<file path="config.mk">
export PLATFORM = sky130hd
export DESIGN_NAME = ttc_io
export DESIGN_NICKNAME = d
export VERILOG_FILES = /design/src/shared/ttc_pkg.sv /design/src/rtl/ttc_sync.sv /design/src/rtl/ttc_io.sv
export SDC_FILE = /design/constraint.sdc
export NUM_CORES = 1
export LEC_CHECK = 0
export ABC_CLOCK_PERIOD_IN_PS = 5760
export BUFFER_PORTS_ARGS = -buffer_cell sky130_fd_sc_hd__buf_2
export CORE_MARGIN = 2
export CORE_UTILIZATION = 58
export CTS_CLUSTER_DIAMETER = 80
export DETAILED_ROUTE_END_ITERATION = 16
export GPL_TIMING_DRIVEN = 0
export PLACE_DENSITY = 0.8
export SYNTH_ARGS = -nofsm -noshare
export SYNTH_HDL_FRONTEND = slang
export SYNTH_HIERARCHICAL = 1
export SYNTH_SLANG_ARGS = --single-unit
</file>
<file path="constraint.sdc">
create_clock -name clk -period 5.76 [get_ports clk]
set_clock_uncertainty 0.05 [all_clocks]
set_input_delay 1.152 -clock clk [delete_from_list [all_inputs] [get_ports clk]]
set_output_delay 1.152 -clock clk [all_outputs]
set_load 0.1 [all_outputs]
</file>
<file path="src/shared/ttc_pkg.sv">
// Constants, register map and carrier types of the turntable I/O block
// Function
// - Mode select high means manual, else auto
// - Mode indicator shows manual operation
// - Start input launches the selected step number
// - Pause input low holds motion interrupted
// - Home input high runs homing, low stops
// - Servo follows enable input; ready flags it
// - Alarm clear resets alarm and remaining travel
// - Teach input enters teach mode; indicator shows
// - Teach write held over 20 ms stores position
// - Write done pulses 30 ms, low outside teach
// - Step select picks inching, else continuous jog
// - Plus input jogs positive, release decelerates
// - Minus input jogs negative, release decelerates
// - Direct moves, level or edge, lowest wins
// - Arrived step number shown after positioning
// - Moving output high while motor operates
// - In-position when within completed width
// - Homing done flag after homing completes
// - Parameter zone flag between configured bounds
// - Step zone flag inside active step range
// - Emergency ok high unless stop circuit open
// - Load flag after torque over threshold long
package ttc_pkg;

  // Clock rate and documented times
  localparam int CLK_HZ        = 10_000_000;
  localparam int TEACH_HOLD_MS = 20;
  localparam int WDONE_MS      = 30;
  localparam int TEACH_HOLD_CYC = (TEACH_HOLD_MS * (CLK_HZ / 1000));
  localparam int WDONE_CYC      = (WDONE_MS * (CLK_HZ / 1000));

  // Field widths
  localparam int POS_W  = 16;
  localparam int TRQ_W  = 16;
  localparam int STEP_W = 8;
  localparam int DIR_N  = 7;

  // Register byte offsets
  localparam logic [7:0] OFS_CTRL      = 8'h00;
  localparam logic [7:0] OFS_INPOS_W   = 8'h04;
  localparam logic [7:0] OFS_ZONE_LO   = 8'h08;
  localparam logic [7:0] OFS_ZONE_HI   = 8'h0c;
  localparam logic [7:0] OFS_JUDGE_LO  = 8'h10;
  localparam logic [7:0] OFS_JUDGE_HI  = 8'h14;
  localparam logic [7:0] OFS_TRQ_THR   = 8'h18;
  localparam logic [7:0] OFS_TRQ_TIME  = 8'h1c;
  localparam logic [7:0] OFS_STATUS    = 8'h20;
  localparam logic [7:0] OFS_POSITION  = 8'h24;

  // Field positions
  localparam int CTRL_EDGE_BIT = 0;

  // Reset values
  localparam logic             RST_EDGE_MODE = 1'b0;
  localparam logic [POS_W-1:0] RST_INPOS_W   = 16'h0004;
  localparam logic [POS_W-1:0] RST_ZONE_LO   = 16'h0000;
  localparam logic [POS_W-1:0] RST_ZONE_HI   = 16'hffff;
  localparam logic [POS_W-1:0] RST_JUDGE_LO  = 16'h0000;
  localparam logic [POS_W-1:0] RST_JUDGE_HI  = 16'hffff;
  localparam logic [TRQ_W-1:0] RST_TRQ_THR   = 16'hffff;
  localparam logic [15:0]      RST_TRQ_TIME  = 16'h0064;

  // AHB constants
  localparam logic [1:0] HTRANS_NONSEQ = 2'b10;
  localparam logic [2:0] HSIZE_WORD    = 3'b010;
  localparam logic       HRESP_OKAY    = 1'b0;

  // Discrete inputs as they arrive on the connector
  typedef struct packed {
    logic              mode_select;
    logic              program_start_input;
    logic [STEP_W-1:0] position_select_inputs;
    logic              pause_n;
    logic              home_input;
    logic              servo_enable_input;
    logic              alarm_clear_input;
    logic              teach_mode_input;
    logic              teach_write_input;
    logic              manual_step_select;
    logic              manual_move_plus;
    logic              manual_move_minus;
    logic [DIR_N-1:0]  direct_move_inputs;
    logic              estop_closed;
  } ttc_pin_in_t;

  // Discrete status outputs
  typedef struct packed {
    logic              operation_mode_indicator;
    logic [STEP_W-1:0] arrived_position_outputs;
    logic              moving;
    logic              in_position_flag;
    logic              servo_ready_flag;
    logic              alarm_flag;
    logic              teach_mode_indicator;
    logic              teach_write_done;
    logic              homing_done_flag;
    logic              param_zone_flag;
    logic              step_zone_flag;
    logic              emergency_stop_ok;
    logic              load_judge_flag;
    logic              torque_level_flag;
  } ttc_pin_out_t;

  // Commands to the motion core
  typedef struct packed {
    logic              start_req;
    logic [STEP_W-1:0] start_step;
    logic              manual_mode;
    logic              servo_on;
    logic              pause_hold;
    logic              home_run;
    logic              clear_alarm;
    logic              discard_remaining;
    logic              teach_mode;
    logic              jog_plus;
    logic              jog_minus;
    logic              inching;
    logic              teach_store;
    logic [STEP_W-1:0] teach_index;
  } ttc_cmd_t;

  // State returned by the motion core
  typedef struct packed {
    logic [POS_W-1:0] position;
    logic [POS_W-1:0] target;
    logic             moving;
    logic             home_done;
    logic             alarm_event;
    logic [TRQ_W-1:0] torque;
    logic [POS_W-1:0] step_lo;
    logic [POS_W-1:0] step_hi;
  } ttc_core_t;

endpackage

</file>
<file path="src/rtl/ttc_sync.sv">
// Three-stage pin synchroniser that accepts a change once stages agree
`timescale 1ns/100ps
module ttc_sync
#(
  parameter int W = 1
)
(
  input  wire logic         clk,
  input  wire logic         nrst,
  input  wire logic [W-1:0] d,
  output logic      [W-1:0] q
);

  logic [W-1:0] s1_q;
  logic [W-1:0] s2_q;
  logic [W-1:0] s3_q;

  // Stage chain; only the second stage looks at the first
  always_ff @(posedge clk)
  begin
    if (!nrst)
    begin
      s1_q <= '0;
      s2_q <= '0;
      s3_q <= '0;
    end
    else
    begin
      s1_q <= d;
      s2_q <= s1_q;
      s3_q <= s2_q;
    end
  end

  // Per bit, the output moves only when two later stages agree
  always_ff @(posedge clk)
  begin
    if (!nrst)
      q <= '0;
    else
      q <= (s2_q & s3_q) | (q & (s2_q | s3_q));
  end

endmodule // ttc_sync

</file>
<file path="src/rtl/ttc_io.sv">
// Discrete I/O command and status logic with an AHB-Lite register slave
//
// The AHB-Lite interface to the registers and the register offsets were decided locally.
`timescale 1ns/100ps
module ttc_io
  import ttc_pkg::*;
#(
  parameter int TEACH_HOLD = TEACH_HOLD_CYC,
  parameter int WDONE      = WDONE_CYC
)
(
  input  wire logic         clk,
  input  wire logic         nrst,
  // AHB-Lite slave
  input  wire logic         hsel,
  input  wire logic [31:0]  haddr,
  input  wire logic [1:0]   htrans,
  input  wire logic         hwrite,
  input  wire logic [2:0]   hsize,
  input  wire logic [31:0]  hwdata,
  input  wire logic         hready,
  output logic              hreadyout,
  output logic [31:0]       hrdata,
  output logic              hresp,
  // Connector side
  input  wire ttc_pin_in_t  pin_in,
  output ttc_pin_out_t      pin_out,
  // Motion core side
  input  wire ttc_core_t    core,
  output ttc_cmd_t          cmd
);

  localparam int HOLD_W = $clog2(TEACH_HOLD + 2);
  localparam int DONE_W = $clog2(WDONE + 1);
  localparam logic [HOLD_W-1:0] HOLD_N = HOLD_W'(TEACH_HOLD);
  localparam logic [DONE_W-1:0] DONE_N = DONE_W'(WDONE);

  //////////////////////////////////////////////////////////////////////////
  // Pin synchronisation

  logic [$bits(ttc_pin_in_t)-1:0] pin_raw;
  logic [$bits(ttc_pin_in_t)-1:0] pin_sync;
  ttc_pin_in_t                    pin;

  assign pin_raw = pin_in;
  assign pin     = ttc_pin_in_t'(pin_sync);

  ttc_sync
  #(
    .W ($bits(ttc_pin_in_t))
  )
  u_sync
  (
    .clk  (clk),
    .nrst (nrst),
    .d    (pin_raw),
    .q    (pin_sync)
  );

  //////////////////////////////////////////////////////////////////////////
  // Register file over AHB-Lite

  logic             edge_mode_q;
  logic [POS_W-1:0] inpos_w_q;
  logic [POS_W-1:0] zone_lo_q;
  logic [POS_W-1:0] zone_hi_q;
  logic [POS_W-1:0] judge_lo_q;
  logic [POS_W-1:0] judge_hi_q;
  logic [TRQ_W-1:0] trq_thr_q;
  logic [15:0]      trq_time_q;
  logic             wr_pend_q;
  logic [7:0]       wr_addr_q;
  logic             addr_ok;
  logic [31:0]      rd_d;
  logic [31:0]      status_w;

  // Zero wait states, always OKAY
  assign hreadyout = 1'b1;
  assign hresp     = HRESP_OKAY;
  assign addr_ok   = hsel && hready && (htrans == HTRANS_NONSEQ);

  // Address phase of a word write is remembered for its data phase
  always_ff @(posedge clk)
  begin
    if (!nrst)
    begin
      wr_pend_q <= 1'b0;
      wr_addr_q <= 8'h00;
    end
    else if (hready)
    begin
      wr_pend_q <= addr_ok && hwrite && (hsize == HSIZE_WORD)
                   && (haddr[31:8] == 24'h000000);
      wr_addr_q <= haddr[7:0];
    end
  end

  // Data phase write; unmapped or read-only offsets are ignored
  always_ff @(posedge clk)
  begin
    if (!nrst)
    begin
      edge_mode_q <= RST_EDGE_MODE;
      inpos_w_q   <= RST_INPOS_W;
      zone_lo_q   <= RST_ZONE_LO;
      zone_hi_q   <= RST_ZONE_HI;
      judge_lo_q  <= RST_JUDGE_LO;
      judge_hi_q  <= RST_JUDGE_HI;
      trq_thr_q   <= RST_TRQ_THR;
      trq_time_q  <= RST_TRQ_TIME;
    end
    else if (wr_pend_q)
    begin
      if (wr_addr_q == OFS_CTRL)
        edge_mode_q <= hwdata[CTRL_EDGE_BIT];
      else if (wr_addr_q == OFS_INPOS_W)
        inpos_w_q <= hwdata[POS_W-1:0];
      else if (wr_addr_q == OFS_ZONE_LO)
        zone_lo_q <= hwdata[POS_W-1:0];
      else if (wr_addr_q == OFS_ZONE_HI)
        zone_hi_q <= hwdata[POS_W-1:0];
      else if (wr_addr_q == OFS_JUDGE_LO)
        judge_lo_q <= hwdata[POS_W-1:0];
      else if (wr_addr_q == OFS_JUDGE_HI)
        judge_hi_q <= hwdata[POS_W-1:0];
      else if (wr_addr_q == OFS_TRQ_THR)
        trq_thr_q <= hwdata[TRQ_W-1:0];
      else if (wr_addr_q == OFS_TRQ_TIME)
        trq_time_q <= hwdata[15:0];
    end
  end

  // Read mux; sampled in the address phase so data stands in the data phase
  always_comb
  begin
    rd_d = 32'h00000000;
    if (haddr[31:8] != 24'h000000)
      rd_d = 32'h00000000;
    else if (haddr[7:0] == OFS_CTRL)
      rd_d = {31'h00000000, edge_mode_q};
    else if (haddr[7:0] == OFS_INPOS_W)
      rd_d = {16'h0000, inpos_w_q};
    else if (haddr[7:0] == OFS_ZONE_LO)
      rd_d = {16'h0000, zone_lo_q};
    else if (haddr[7:0] == OFS_ZONE_HI)
      rd_d = {16'h0000, zone_hi_q};
    else if (haddr[7:0] == OFS_JUDGE_LO)
      rd_d = {16'h0000, judge_lo_q};
    else if (haddr[7:0] == OFS_JUDGE_HI)
      rd_d = {16'h0000, judge_hi_q};
    else if (haddr[7:0] == OFS_TRQ_THR)
      rd_d = {16'h0000, trq_thr_q};
    else if (haddr[7:0] == OFS_TRQ_TIME)
      rd_d = {16'h0000, trq_time_q};
    else if (haddr[7:0] == OFS_STATUS)
      rd_d = status_w;
    else if (haddr[7:0] == OFS_POSITION)
      rd_d = {16'h0000, core.position};
  end

  always_ff @(posedge clk)
  begin
    if (!nrst)
      hrdata <= 32'h00000000;
    else if (addr_ok && !hwrite)
      hrdata <= rd_d;
  end

  //////////////////////////////////////////////////////////////////////////
  // Modes, servo, pause, home, alarm

  logic manual_w;
  logic teach_w;
  logic alarm_q;
  logic clr_prev_q;
  logic clr_rise;
  logic ready_w;

  assign manual_w = pin.mode_select;
  assign teach_w  = pin.teach_mode_input;
  assign clr_rise = pin.alarm_clear_input && !clr_prev_q;
  // Motion commands need servo on and no alarm
  assign ready_w  = pin.servo_enable_input && !alarm_q;

  // Alarm latch; a new event in the clearing cycle keeps the alarm set
  always_ff @(posedge clk)
  begin
    if (!nrst)
      alarm_q <= 1'b0;
    else if (core.alarm_event)
      alarm_q <= 1'b1;
    else if (pin.alarm_clear_input)
      alarm_q <= 1'b0;
  end

  always_ff @(posedge clk)
  begin
    if (!nrst)
      clr_prev_q <= 1'b0;
    else
      clr_prev_q <= pin.alarm_clear_input;
  end

  //////////////////////////////////////////////////////////////////////////
  // Start selection: program start and direct moves

  logic              program_start_input_prev_q;
  logic [DIR_N-1:0]  dir_prev_q;
  logic [DIR_N-1:0]  dir_req;
  logic              dir_hit;
  logic [STEP_W-1:0] dir_step;
  logic              start_ok;
  logic              start_d;
  logic [STEP_W-1:0] step_d;

  // Only in auto, idle and not paused; in level mode a held direct input restarts motion once idle
  assign start_ok = !manual_w && !teach_w && ready_w && !core.moving
                    && pin.pause_n;
  // Level or edge triggering per control bit
  assign dir_req  = edge_mode_q ? (pin.direct_move_inputs & ~dir_prev_q)
                                : pin.direct_move_inputs;

  // Lowest-numbered request wins
  always_comb
  begin
    dir_hit  = 1'b0;
    dir_step = '0;
    for (int i = DIR_N - 1; i >= 0; i--)
    begin
      if (dir_req[i])
      begin
        dir_hit  = 1'b1;
        dir_step = STEP_W'(i);
      end
    end
  end

  // Program start on rising edge uses the selected step number
  always_comb
  begin
    start_d = 1'b0;
    step_d  = pin.position_select_inputs;
    if (start_ok && pin.program_start_input && !program_start_input_prev_q)
      start_d = 1'b1;
    else if (start_ok && dir_hit)
    begin
      start_d = 1'b1;
      step_d  = dir_step;
    end
  end

  always_ff @(posedge clk)
  begin
    if (!nrst)
    begin
      program_start_input_prev_q <= 1'b0;
      dir_prev_q  <= '0;
    end
    else
    begin
      program_start_input_prev_q <= pin.program_start_input;
      dir_prev_q  <= pin.direct_move_inputs;
    end
  end

  //////////////////////////////////////////////////////////////////////////
  // Arrival tracking

  logic [STEP_W-1:0] active_step_q;
  logic [STEP_W-1:0] arrived_q;
  logic              moving_prev_q;

  // Step in flight, then reported when motion ends
  always_ff @(posedge clk)
  begin
    if (!nrst)
    begin
      active_step_q <= '0;
      arrived_q     <= '0;
      moving_prev_q <= 1'b0;
    end
    else
    begin
      moving_prev_q <= core.moving;
      if (start_d)
        active_step_q <= step_d;
      if (moving_prev_q && !core.moving)
        arrived_q <= active_step_q;
    end
  end

  //////////////////////////////////////////////////////////////////////////
  // Teach write hold and done pulse

  logic [HOLD_W-1:0] hold_cnt_q;
  logic              store_d;
  logic [DONE_W-1:0] done_cnt_q;

  assign store_d = teach_w && pin.teach_write_input && (hold_cnt_q == HOLD_N);

  // Counts held cycles; fires once per hold, after more than the hold time
  always_ff @(posedge clk)
  begin
    if (!nrst)
      hold_cnt_q <= '0;
    else if (!(teach_w && pin.teach_write_input))
      hold_cnt_q <= '0;
    else if (hold_cnt_q <= HOLD_N)
      hold_cnt_q <= hold_cnt_q + 1'b1;
  end

  // Done pulse; leaving teach mode forces it low at once
  always_ff @(posedge clk)
  begin
    if (!nrst)
      done_cnt_q <= '0;
    else if (!teach_w)
      done_cnt_q <= '0;
    else if (store_d)
      done_cnt_q <= DONE_N;
    else if (done_cnt_q != '0)
      done_cnt_q <= done_cnt_q - 1'b1;
  end

  //////////////////////////////////////////////////////////////////////////
  // Position windows and torque judgment

  logic [POS_W-1:0] dist_w;
  logic             inpos_w;
  logic             zone_w;
  logic             szone_w;
  logic             trq_over;
  logic [15:0]      trq_cnt_q;
  logic             load_w;

  assign dist_w  = (core.position >= core.target)
                   ? (core.position - core.target)
                   : (core.target - core.position);
  assign inpos_w = (dist_w <= inpos_w_q);
  assign zone_w  = (core.position >= zone_lo_q)
                   && (core.position <= zone_hi_q);
  assign szone_w = (core.position >= core.step_lo)
                   && (core.position <= core.step_hi);
  // Torque level compares only while moving
  assign trq_over = core.moving && (core.torque > trq_thr_q);
  assign load_w   = (trq_cnt_q >= trq_time_q);

  // Over-threshold time inside the judgment range, saturating
  always_ff @(posedge clk)
  begin
    if (!nrst)
      trq_cnt_q <= '0;
    else if (!(trq_over && core.position >= judge_lo_q
               && core.position <= judge_hi_q))
      trq_cnt_q <= '0;
    else if (trq_cnt_q != 16'hffff)
      trq_cnt_q <= trq_cnt_q + 1'b1;
  end

  //////////////////////////////////////////////////////////////////////////
  // Commands to the motion core

  always_ff @(posedge clk)
  begin
    if (!nrst)
      cmd <= '0;
    else
    begin
      cmd.start_req         <= start_d;
      cmd.start_step        <= step_d;
      cmd.manual_mode       <= manual_w;
      cmd.servo_on          <= pin.servo_enable_input;
      cmd.pause_hold        <= !pin.pause_n;
      cmd.home_run          <= pin.home_input && ready_w;
      cmd.clear_alarm       <= clr_rise;
      cmd.discard_remaining <= clr_rise;
      cmd.teach_mode        <= teach_w;
      cmd.jog_plus          <= teach_w && ready_w
                               && pin.manual_move_plus
                               && !pin.manual_move_minus;
      cmd.jog_minus         <= teach_w && ready_w
                               && pin.manual_move_minus
                               && !pin.manual_move_plus;
      cmd.inching           <= teach_w && pin.manual_step_select;
      cmd.teach_store       <= store_d;
      cmd.teach_index       <= pin.position_select_inputs;
    end
  end

  //////////////////////////////////////////////////////////////////////////
  // Status pins and status word

  always_ff @(posedge clk)
  begin
    if (!nrst)
      pin_out <= '0;
    else
    begin
      pin_out.operation_mode_indicator <= manual_w;
      pin_out.arrived_position_outputs <= arrived_q;
      pin_out.moving                   <= core.moving;
      pin_out.in_position_flag         <= inpos_w;
      pin_out.servo_ready_flag         <= pin.servo_enable_input;
      pin_out.alarm_flag               <= alarm_q;
      pin_out.teach_mode_indicator     <= teach_w;
      pin_out.teach_write_done         <= (done_cnt_q != '0);
      pin_out.homing_done_flag         <= core.home_done;
      pin_out.param_zone_flag          <= zone_w;
      pin_out.step_zone_flag           <= szone_w;
      pin_out.emergency_stop_ok        <= pin.estop_closed;
      pin_out.load_judge_flag          <= load_w;
      pin_out.torque_level_flag        <= trq_over;
    end
  end

  // Software view of the pins as they are driven
  assign status_w = {11'h000, pin_out};

endmodule // ttc_io

</file>
==> run_results.csv, run 1 <==
group,metric,value,unit
timing,period_needed,5401,ps
synth,synthSimpleGateAreaFrac,19.44,%
place,place_congestion,1.003,
clock_tree,htreeDepth,2,
worst_setup_path,arrival,5820,ps
synth,seq_area_frac_synth,38.59,%
cells_and_area,finish.utilization,67.50,%
detailed_routing,first_pass_iters,8,
cells_and_area,fin_nets,2945,
detailed_routing,drt-met1-wl,25350,um
power,p_leak,9.971,nW
timing,fmax,185.1,MHz
place,detailed_place_hpwl,46780,um
worst_setup_path,end_kind,"register",
grt,grt_max_degree,16,
detailed_routing,drc,0,
synth,synth_edf_count,0,
worst_setup_path,cp.required,6180,ps
detailed_routing,wl_met2,27520,um
timing,period_share,93.77,%
cells_and_area,n_fill_cell,2775,
worst_setup_path,reg2reg_depth,10,
worst_setup_path,path_class,"input pin to register",
worst_setup_path,r2r_setup_slack,2650,ps
synth,synth_top_family_by_area,"simple AND/OR/NAND/NOR gates",
worst_hold_path,hp-class,"register to register",
cells_and_area,mostFrequentLayoutCells,"dfxtp_1, nand2_1, buf_2",
clock_tree,clock-sinks,375,
place,dp_slack,-96.68,ps
power,irDropWorstVdd,0.0002706,V
detailed_routing,top_layer_used,"met5",
synth,synth_top_flop_cell,"dfxtp_1",
clock_tree,clk_latency,540,ps
worst_hold_path,hold_depth,1,
cells_and_area,drive_above_1_share,12.71,%
detailed_routing,num_vias,17910,
timing,finalHoldViolCount,0,
worst_setup_path,crit_path_start_kind,"input pin",
synth,ys_types,76,
worst_setup_path,crit_path_max_fanout,10,
timing,worst_pin_slew,1349,ps
worst_setup_path,r2r-start,"judge_lo_q[0]",
detailed_routing,viasPerCell,5.866,
synth,synth.avg_cell_area,8.476,um^2
timing,report.final.slew_viol_count,0,
synth,synth_cells,2295,
detailed_routing,first_iter_violations,1465,
synth,synth_warnings,6,
clock_tree,max-clock-path-buffers,3,
synth,synth.cell_area,19450,um^2
worst_hold_path,holdPathEnd,"cmd[13]",
floorplan,coreArea,33280,um^2
synth,synthAdderAreaFrac,11.72,%
clock_tree,postCtsSetupBuffers,0,
floorplan,die-height,187.1,um
timing,slew_headroom,9.206,%
synth,synth-compound-area-share,17.98,%
floorplan,num_rows,67,
worst_setup_path,r2r_end,"trq_cnt_q[6]",
synth,ys_ff_latch,375,
clock_tree,cts_tree,"yes",
clock_tree,cts-resized-gates,0,
clock_tree,numCtsBuffers,38,
floorplan,design.portCount,267,
synth,synthArstFlopShare,0,%
grt,grt_overflow_total,0,
cells_and_area,layout_commonest_cell,"dfxtp_1",
timing,setup_viol,0,
worst_hold_path,holdCritStartpoint,"clr_prev_q",
detailed_routing,wl_met3,5528,um
synth,synthXorXnorAreaFrac,2.566,%
clock_tree,root_buffer,"clkbuf_16",
timing,rsz0062_at_grt,"no",
status,outcome,"completed",
clock_tree,cts.clk_slew.worst_paths,60,ps
timing,fin_setup_tns,0,ps
power,powerDensity,259.4,nW/um^2
grt,grt_use_total,34.07,%
place,numPortBuffers,234,
detailed_routing,routedWlPerCell,20.22,um
floorplan,die-area,35020,um^2
floorplan,die_w,187.1,um
floorplan,initial_utilization,58.45,%
run,drv_cap,0,
cells_and_area,multiInputGateArea,10700,um^2
grt,grt_pass1_vias,17280,
grt,grt_pass1_wl,94060,um
grt,antenna_found_initial,3,
detailed_routing,finalWirelength,61740,um
synth,synthMuxAreaShare,3.075,%
cells_and_area,seq_area,7507,um^2
detailed_routing,ant_nets,0,
timing,setup_ws,358.7,ps
clock_tree,ctsHoldBuffers,0,
cells_and_area,syn_to_final_growth,15.48,%
state kept, by name (all words and copies together), names as in the netlist, 16 cells and up:
name         flops
cmd             24
done_cnt_q      19
hold_cnt_q      18
hrdata          21
inpos_w_q       16
judge_hi_q      16
judge_lo_q      16
pin_out         21
trq_cnt_q       16
trq_thr_q       16
trq_time_q      16
u_sync/q        27
u_sync/s1_q     27
u_sync/s2_q     27
u_sync/s3_q     27
zone_hi_q       16
zone_lo_q       16
how the worst max path moves through the flow:
stage	to	start	cells after the start
2_1_floorplan	pin_out[10]	core[62]	20
3_3_place_gp	pin_out[10]	core[67]	22
3_5_place_dp	pin_out[10]	core[67]	22
4_1_cts	pin_out[10]	core[67]	22
5_1_grt	pin_out[10]	core[67]	22
6_report	pin_out[10]	core[67]	22
per-stage QoR:
stage               instance area [um^2]  cells  power (mW)  hold WS [ps]
floorplan                          19490   2306       3.149         323.2
global placement                   21230   2988       3.381         363.5
detailed placement                 21230   2988       3.400         357.0
CTS                                22460   3052       5.830         366.3
global route                       22460   3053       6.014         380.6
finish                             22460   3054       5.827         379.4
critical path, stage by stage:
cell,delay [ps]
buf_2,140
inv_1,400
ha_1,280
inv_1,70
fa_1,390
a21oi_1,190
o211ai_1,130
nand3b_1,140
a211o_1,140
a211o_1,200
buf_2,300
buf_2,340
mux2_1,400
ha_1,310
nor2b_1,140
o21a_1,160
o21a_1,160
o21a_1,170
o21a_1,160
o21a_1,160
o21ai_0,160
a21o_1,140
report_power, final:
group          total (mW)  switching, mW  leakage (nW)  internal [mW]
registers            2.65         0.0207          3.04           2.63
clock network        2.47           1.04         0.600           1.43
logic               0.714          0.455          6.33          0.258
cells in the mapped netlist, types with 6 or more instances:
cell type | count | share of area [%]
o21ai_0 | 76 | 2.0
or4_1 | 7 | 0.27
ha_1 | 179 | 12
a221oi_1 | 11 | 0.50
a31oi_1 | 24 | 0.77
nor2_1 | 153 | 3.0
nand3_1 | 39 | 1.0
mux2i_1 | 53 | 2.7
o221ai_1 | 6 | 0.27
nor2b_1 | 30 | 0.96
dfxtp_1 | 375 | 39
o2111ai_1 | 12 | 0.54
and3_1 | 16 | 0.51
a21oi_1 | 142 | 3.7
and4_1 | 9 | 0.41
nand2_1 | 278 | 5.4
a2111oi_0 | 13 | 0.59
a21boi_0 | 31 | 1.2
buf_1 | 8 | 0.15
a211oi_1 | 12 | 0.46
inv_1 | 200 | 3.9
buf_4 | 19 | 0.73
clkbuf_1 | 78 | 1.5
xor2_1 | 29 | 1.3
a32oi_1 | 7 | 0.32
nand4_1 | 24 | 0.77
buf_2 | 6 | 0.15
a21o_1 | 52 | 2.0
o21a_1 | 21 | 0.81
nand3b_1 | 7 | 0.27
and2_1 | 118 | 3.8
nor3_1 | 38 | 0.98
nor4_1 | 14 | 0.45
o211ai_1 | 58 | 2.2
o22ai_1 | 7 | 0.23
a22oi_1 | 11 | 0.42
o21ai_1 | 9 | 0.23
xnor2_1 | 28 | 1.3
nand2b_1 | 17 | 0.55
cell type report:
type | count | share of cell area [%]
multi-input combinational | 1615 | 47.65
sequential | 375 | 33.42
timing repair buffer | 234 | 5.213
clock buffer | 53 | 4.706
inverter | 201 | 3.359
tap | 448 | 2.495
buffer | 115 | 2.350
clock inverter | 11 | 0.7853
antenna | 2 | 0.02228
logic make-up (layout without fill, tap and decap cells):
logic type      count (synthesis)  in the layout
buf+inv                       316            614
xor+xnor                       57             57
other cells                     2             15
mux                            59             59
compound gates                530            530
flops                         375            375
simple gates                  775            775
fa+ha+maj                     181            181
per-layer routing:
layer / global-route usage [%] / vias to the layer above
met1: 43.58 / 8388
met5: 0 / -
met3: 6.135 / 197
met4: 16.48 / 2
li1: - / 8482
met2: 55.70 / 845
Note: power is estimated with default switching activity, not from simulation.
==> run 2: changes to the inputs <==
--- a/config.mk
+++ b/config.mk
@@ -13,6 +13,8 @@
 export DETAILED_ROUTE_END_ITERATION = 16
 export GPL_TIMING_DRIVEN = 0
 export PLACE_DENSITY = 0.8
+export REMOVE_ABC_BUFFERS = 1
+export SETUP_SLACK_MARGIN = 0.1
 export SYNTH_ARGS = -nofsm -noshare
 export SYNTH_HDL_FRONTEND = slang
 export SYNTH_HIERARCHICAL = 1
==> run 2 against run 1 <==
Net effect: design area shrank 1.0%; clock power grew 3%; non-clock buffer count shrank 99; sequential share of layout area grew 0.34 points; power grew 0.63%; hold slack lost 10 ps; count of clock-buffer cells in the layout grew 3; die area is the same; fmax grew 1.7%; sequential cell count is the same; routed wire length shrank 14%; critical endpoint unchanged.
==> run_results.csv, run 2 (synthesized netlist as in run 1, its figures left out) <==
group,metric,value,unit
clock_tree,numCtsBuffers,39,
grt,grt_pass1_vias,16900,
clock_tree,cts_tree,"yes",
cells_and_area,n_fill_cell,2754,
timing,period_needed,5310,ps
clock_tree,root_buffer,"clkbuf_16",
floorplan,die_w,187.1,um
power,p_total,5.864,mW
detailed_routing,routedWlPerCell,17.95,um
worst_hold_path,holdCritStartpoint,"clr_prev_q",
status,outcome,"completed",
timing,rsz0062_at_grt,"no",
floorplan,design.portCount,267,
detailed_routing,first_iter_violations,1643,
place,detailed_place_hpwl,38890,um
grt,antenna_found_initial,9,
timing,fmax,188.3,MHz
worst_setup_path,r2r-start,"judge_lo_q[0]",
worst_setup_path,cp_slowest_cell,"or4_1",
cells_and_area,mostFrequentLayoutCells,"dfxtp_1, nand2_1, buf_2",
detailed_routing,drc,0,
grt,grt_use_total,29.61,%
worst_setup_path,startpoint,"core[67]",
worst_setup_path,crit_path_start_kind,"input pin",
cells_and_area,fin_nets,2847,
worst_setup_path,end_kind,"register",
clock_tree,max-clock-path-buffers,3,
grt,grt_pass1_wl,84490,um
place,placed_cell_area,20920,um^2
detailed_routing,num_vias,17360,
floorplan,die-height,187.1,um
cells_and_area,final_cells,2964,
power,p_leak,9.878,nW
cells_and_area,drive_above_1_share,13.54,%
floorplan,coreArea,33280,um^2
detailed_routing,first_pass_iters,6,
clock_tree,clk_latency,550,ps
detailed_routing,viasPerCell,5.856,
worst_setup_path,crit_path_max_fanout,21,
grt,grt_overflow_total,0,
run,drv_cap,0,
timing,finalHoldViolCount,0,
power,powerDensity,263.6,nW/um^2
cells_and_area,final_area,22240,um^2
timing,report.final.slew_viol_count,0,
floorplan,num_rows,67,
clock_tree,clock-sinks,375,
place,dpl.cell_count,2889,
timing,period_share,92.19,%
worst_setup_path,cp_slowest_stage_delay,510,ps
clock_tree,cts.clk_slew.worst_paths,60,ps
cells_and_area,layout_commonest_cell,"dfxtp_1",
place,place_congestion,0.9375,
place,numPortBuffers,237,
grt,grt_max_degree,131,
worst_setup_path,path_cells,"buf_2 > inv_1 > ha_1 > inv_1 > fa_1 > a21oi_1 > o211ai_1 > nand3b_1 > a211o_1 > a211o_2 > mux2_2 > a211oi_1 > xnor2_1 > ha_1 > nand4_1 > or2_2 > or4_1 > o21ai_0 > a21o_1",
detailed_routing,ant_nets,0,
detailed_routing,finalWirelength,53200,um
worst_setup_path,path_class,"input pin to register",
cells_and_area,syn_to_final_growth,14.33,%
timing,worst_pin_slew,1365,ps
worst_setup_path,arrival,5750,ps
worst_setup_path,cp.required,6200,ps
timing,setup_viol,0,
power,irDropWorstVdd,0.0003113,V
clock_tree,htreeDepth,2,
floorplan,initial_utilization,58.45,%
worst_hold_path,hp-class,"register to register",
floorplan,die-area,35020,um^2
timing,slew_headroom,8.648,%
-- run 2: changes by cell type in the layout (fill, tap and decap cells not counted), moves of 3 or more --
| cell | delta |
|---|---|
| buf_2 | -4 |
| clkbuf_8 | +6 |
| nor2_1 | -3 |
| nor2_2 | +3 |
| clkbuf_1 | -82 |
| diode_2 | +3 |
| buf_1 | -8 |
| buf_4 | -10 |
| nor4_2 | +3 |
| nor4_1 | -3 |
-- run 2: where the power goes --
group / switching, mW / total (mW) / internal, mW
Clock: 1.06 / 2.55 / 1.49
Combinational: 0.420 / 0.669 / 0.249
Sequential: 0.0212 / 2.65 / 2.63
-- run 2: metrics by stage --
step	hold slack (ps)	TNS, ps	util [%]	worst slack, ps
floorplan	323.2	0	-	621.5
detailed placement	335.2	-281.2	62.85	-281.2
global placement	339.3	-178970	62.24	-2147
global route	387.9	0	66.81	248.0
finish	369.0	0	66.83	450.1
CTS	372.8	0	66.78	251.8
-- run 2: what timing repair did --
action	CTS	global route
resized for setup	0	1
endpoints found under the setup margin	0	1
buffers inserted	0	0
hold buffers	0	0
-- run 2: layout make-up --
type | instances | area (um^2) | share of cell area (%)
multi-input cells | 1615 | 10750 | 48.35
flip-flops and latches | 375 | 7507 | 33.76
repair buffers | 250 | 1341 | 6.031
clock buffers | 56 | 1150 | 5.170
inverters | 201 | 757.0 | 3.404
well taps | 448 | 560.5 | 2.520
clock inverters | 14 | 157.7 | 0.7089
diodes | 5 | 12.51 | 0.05626
-- run 2: worst max-delay path: cells and delay by family --
kind | cells | cell delay (ps)
compound gates | 7 | 1460
mux | 1 | 400
simple gates | 4 | 1080
buf+inv | 3 | 510
fa+ha+maj | 3 | 970
xor+xnor | 1 | 150
-- run 2: final timing paths --
path	to	slack, ps	cells after the start
min reg2reg	cmd[13]	370	1
min	cmd[13]	370	1
max	pin_out[10]	450	19
max reg2reg	trq_cnt_q[3]	2680	9
-- run 2: per-layer routing --
metal	global-route usage (%)	share of wire [%]	vias up
met1	37.32	41	8148
met3	5.403	8.5	167
met4	14.13	4.6	8
met5	0	0.090	-
met2	49.11	46	728
li1	-	-	8306
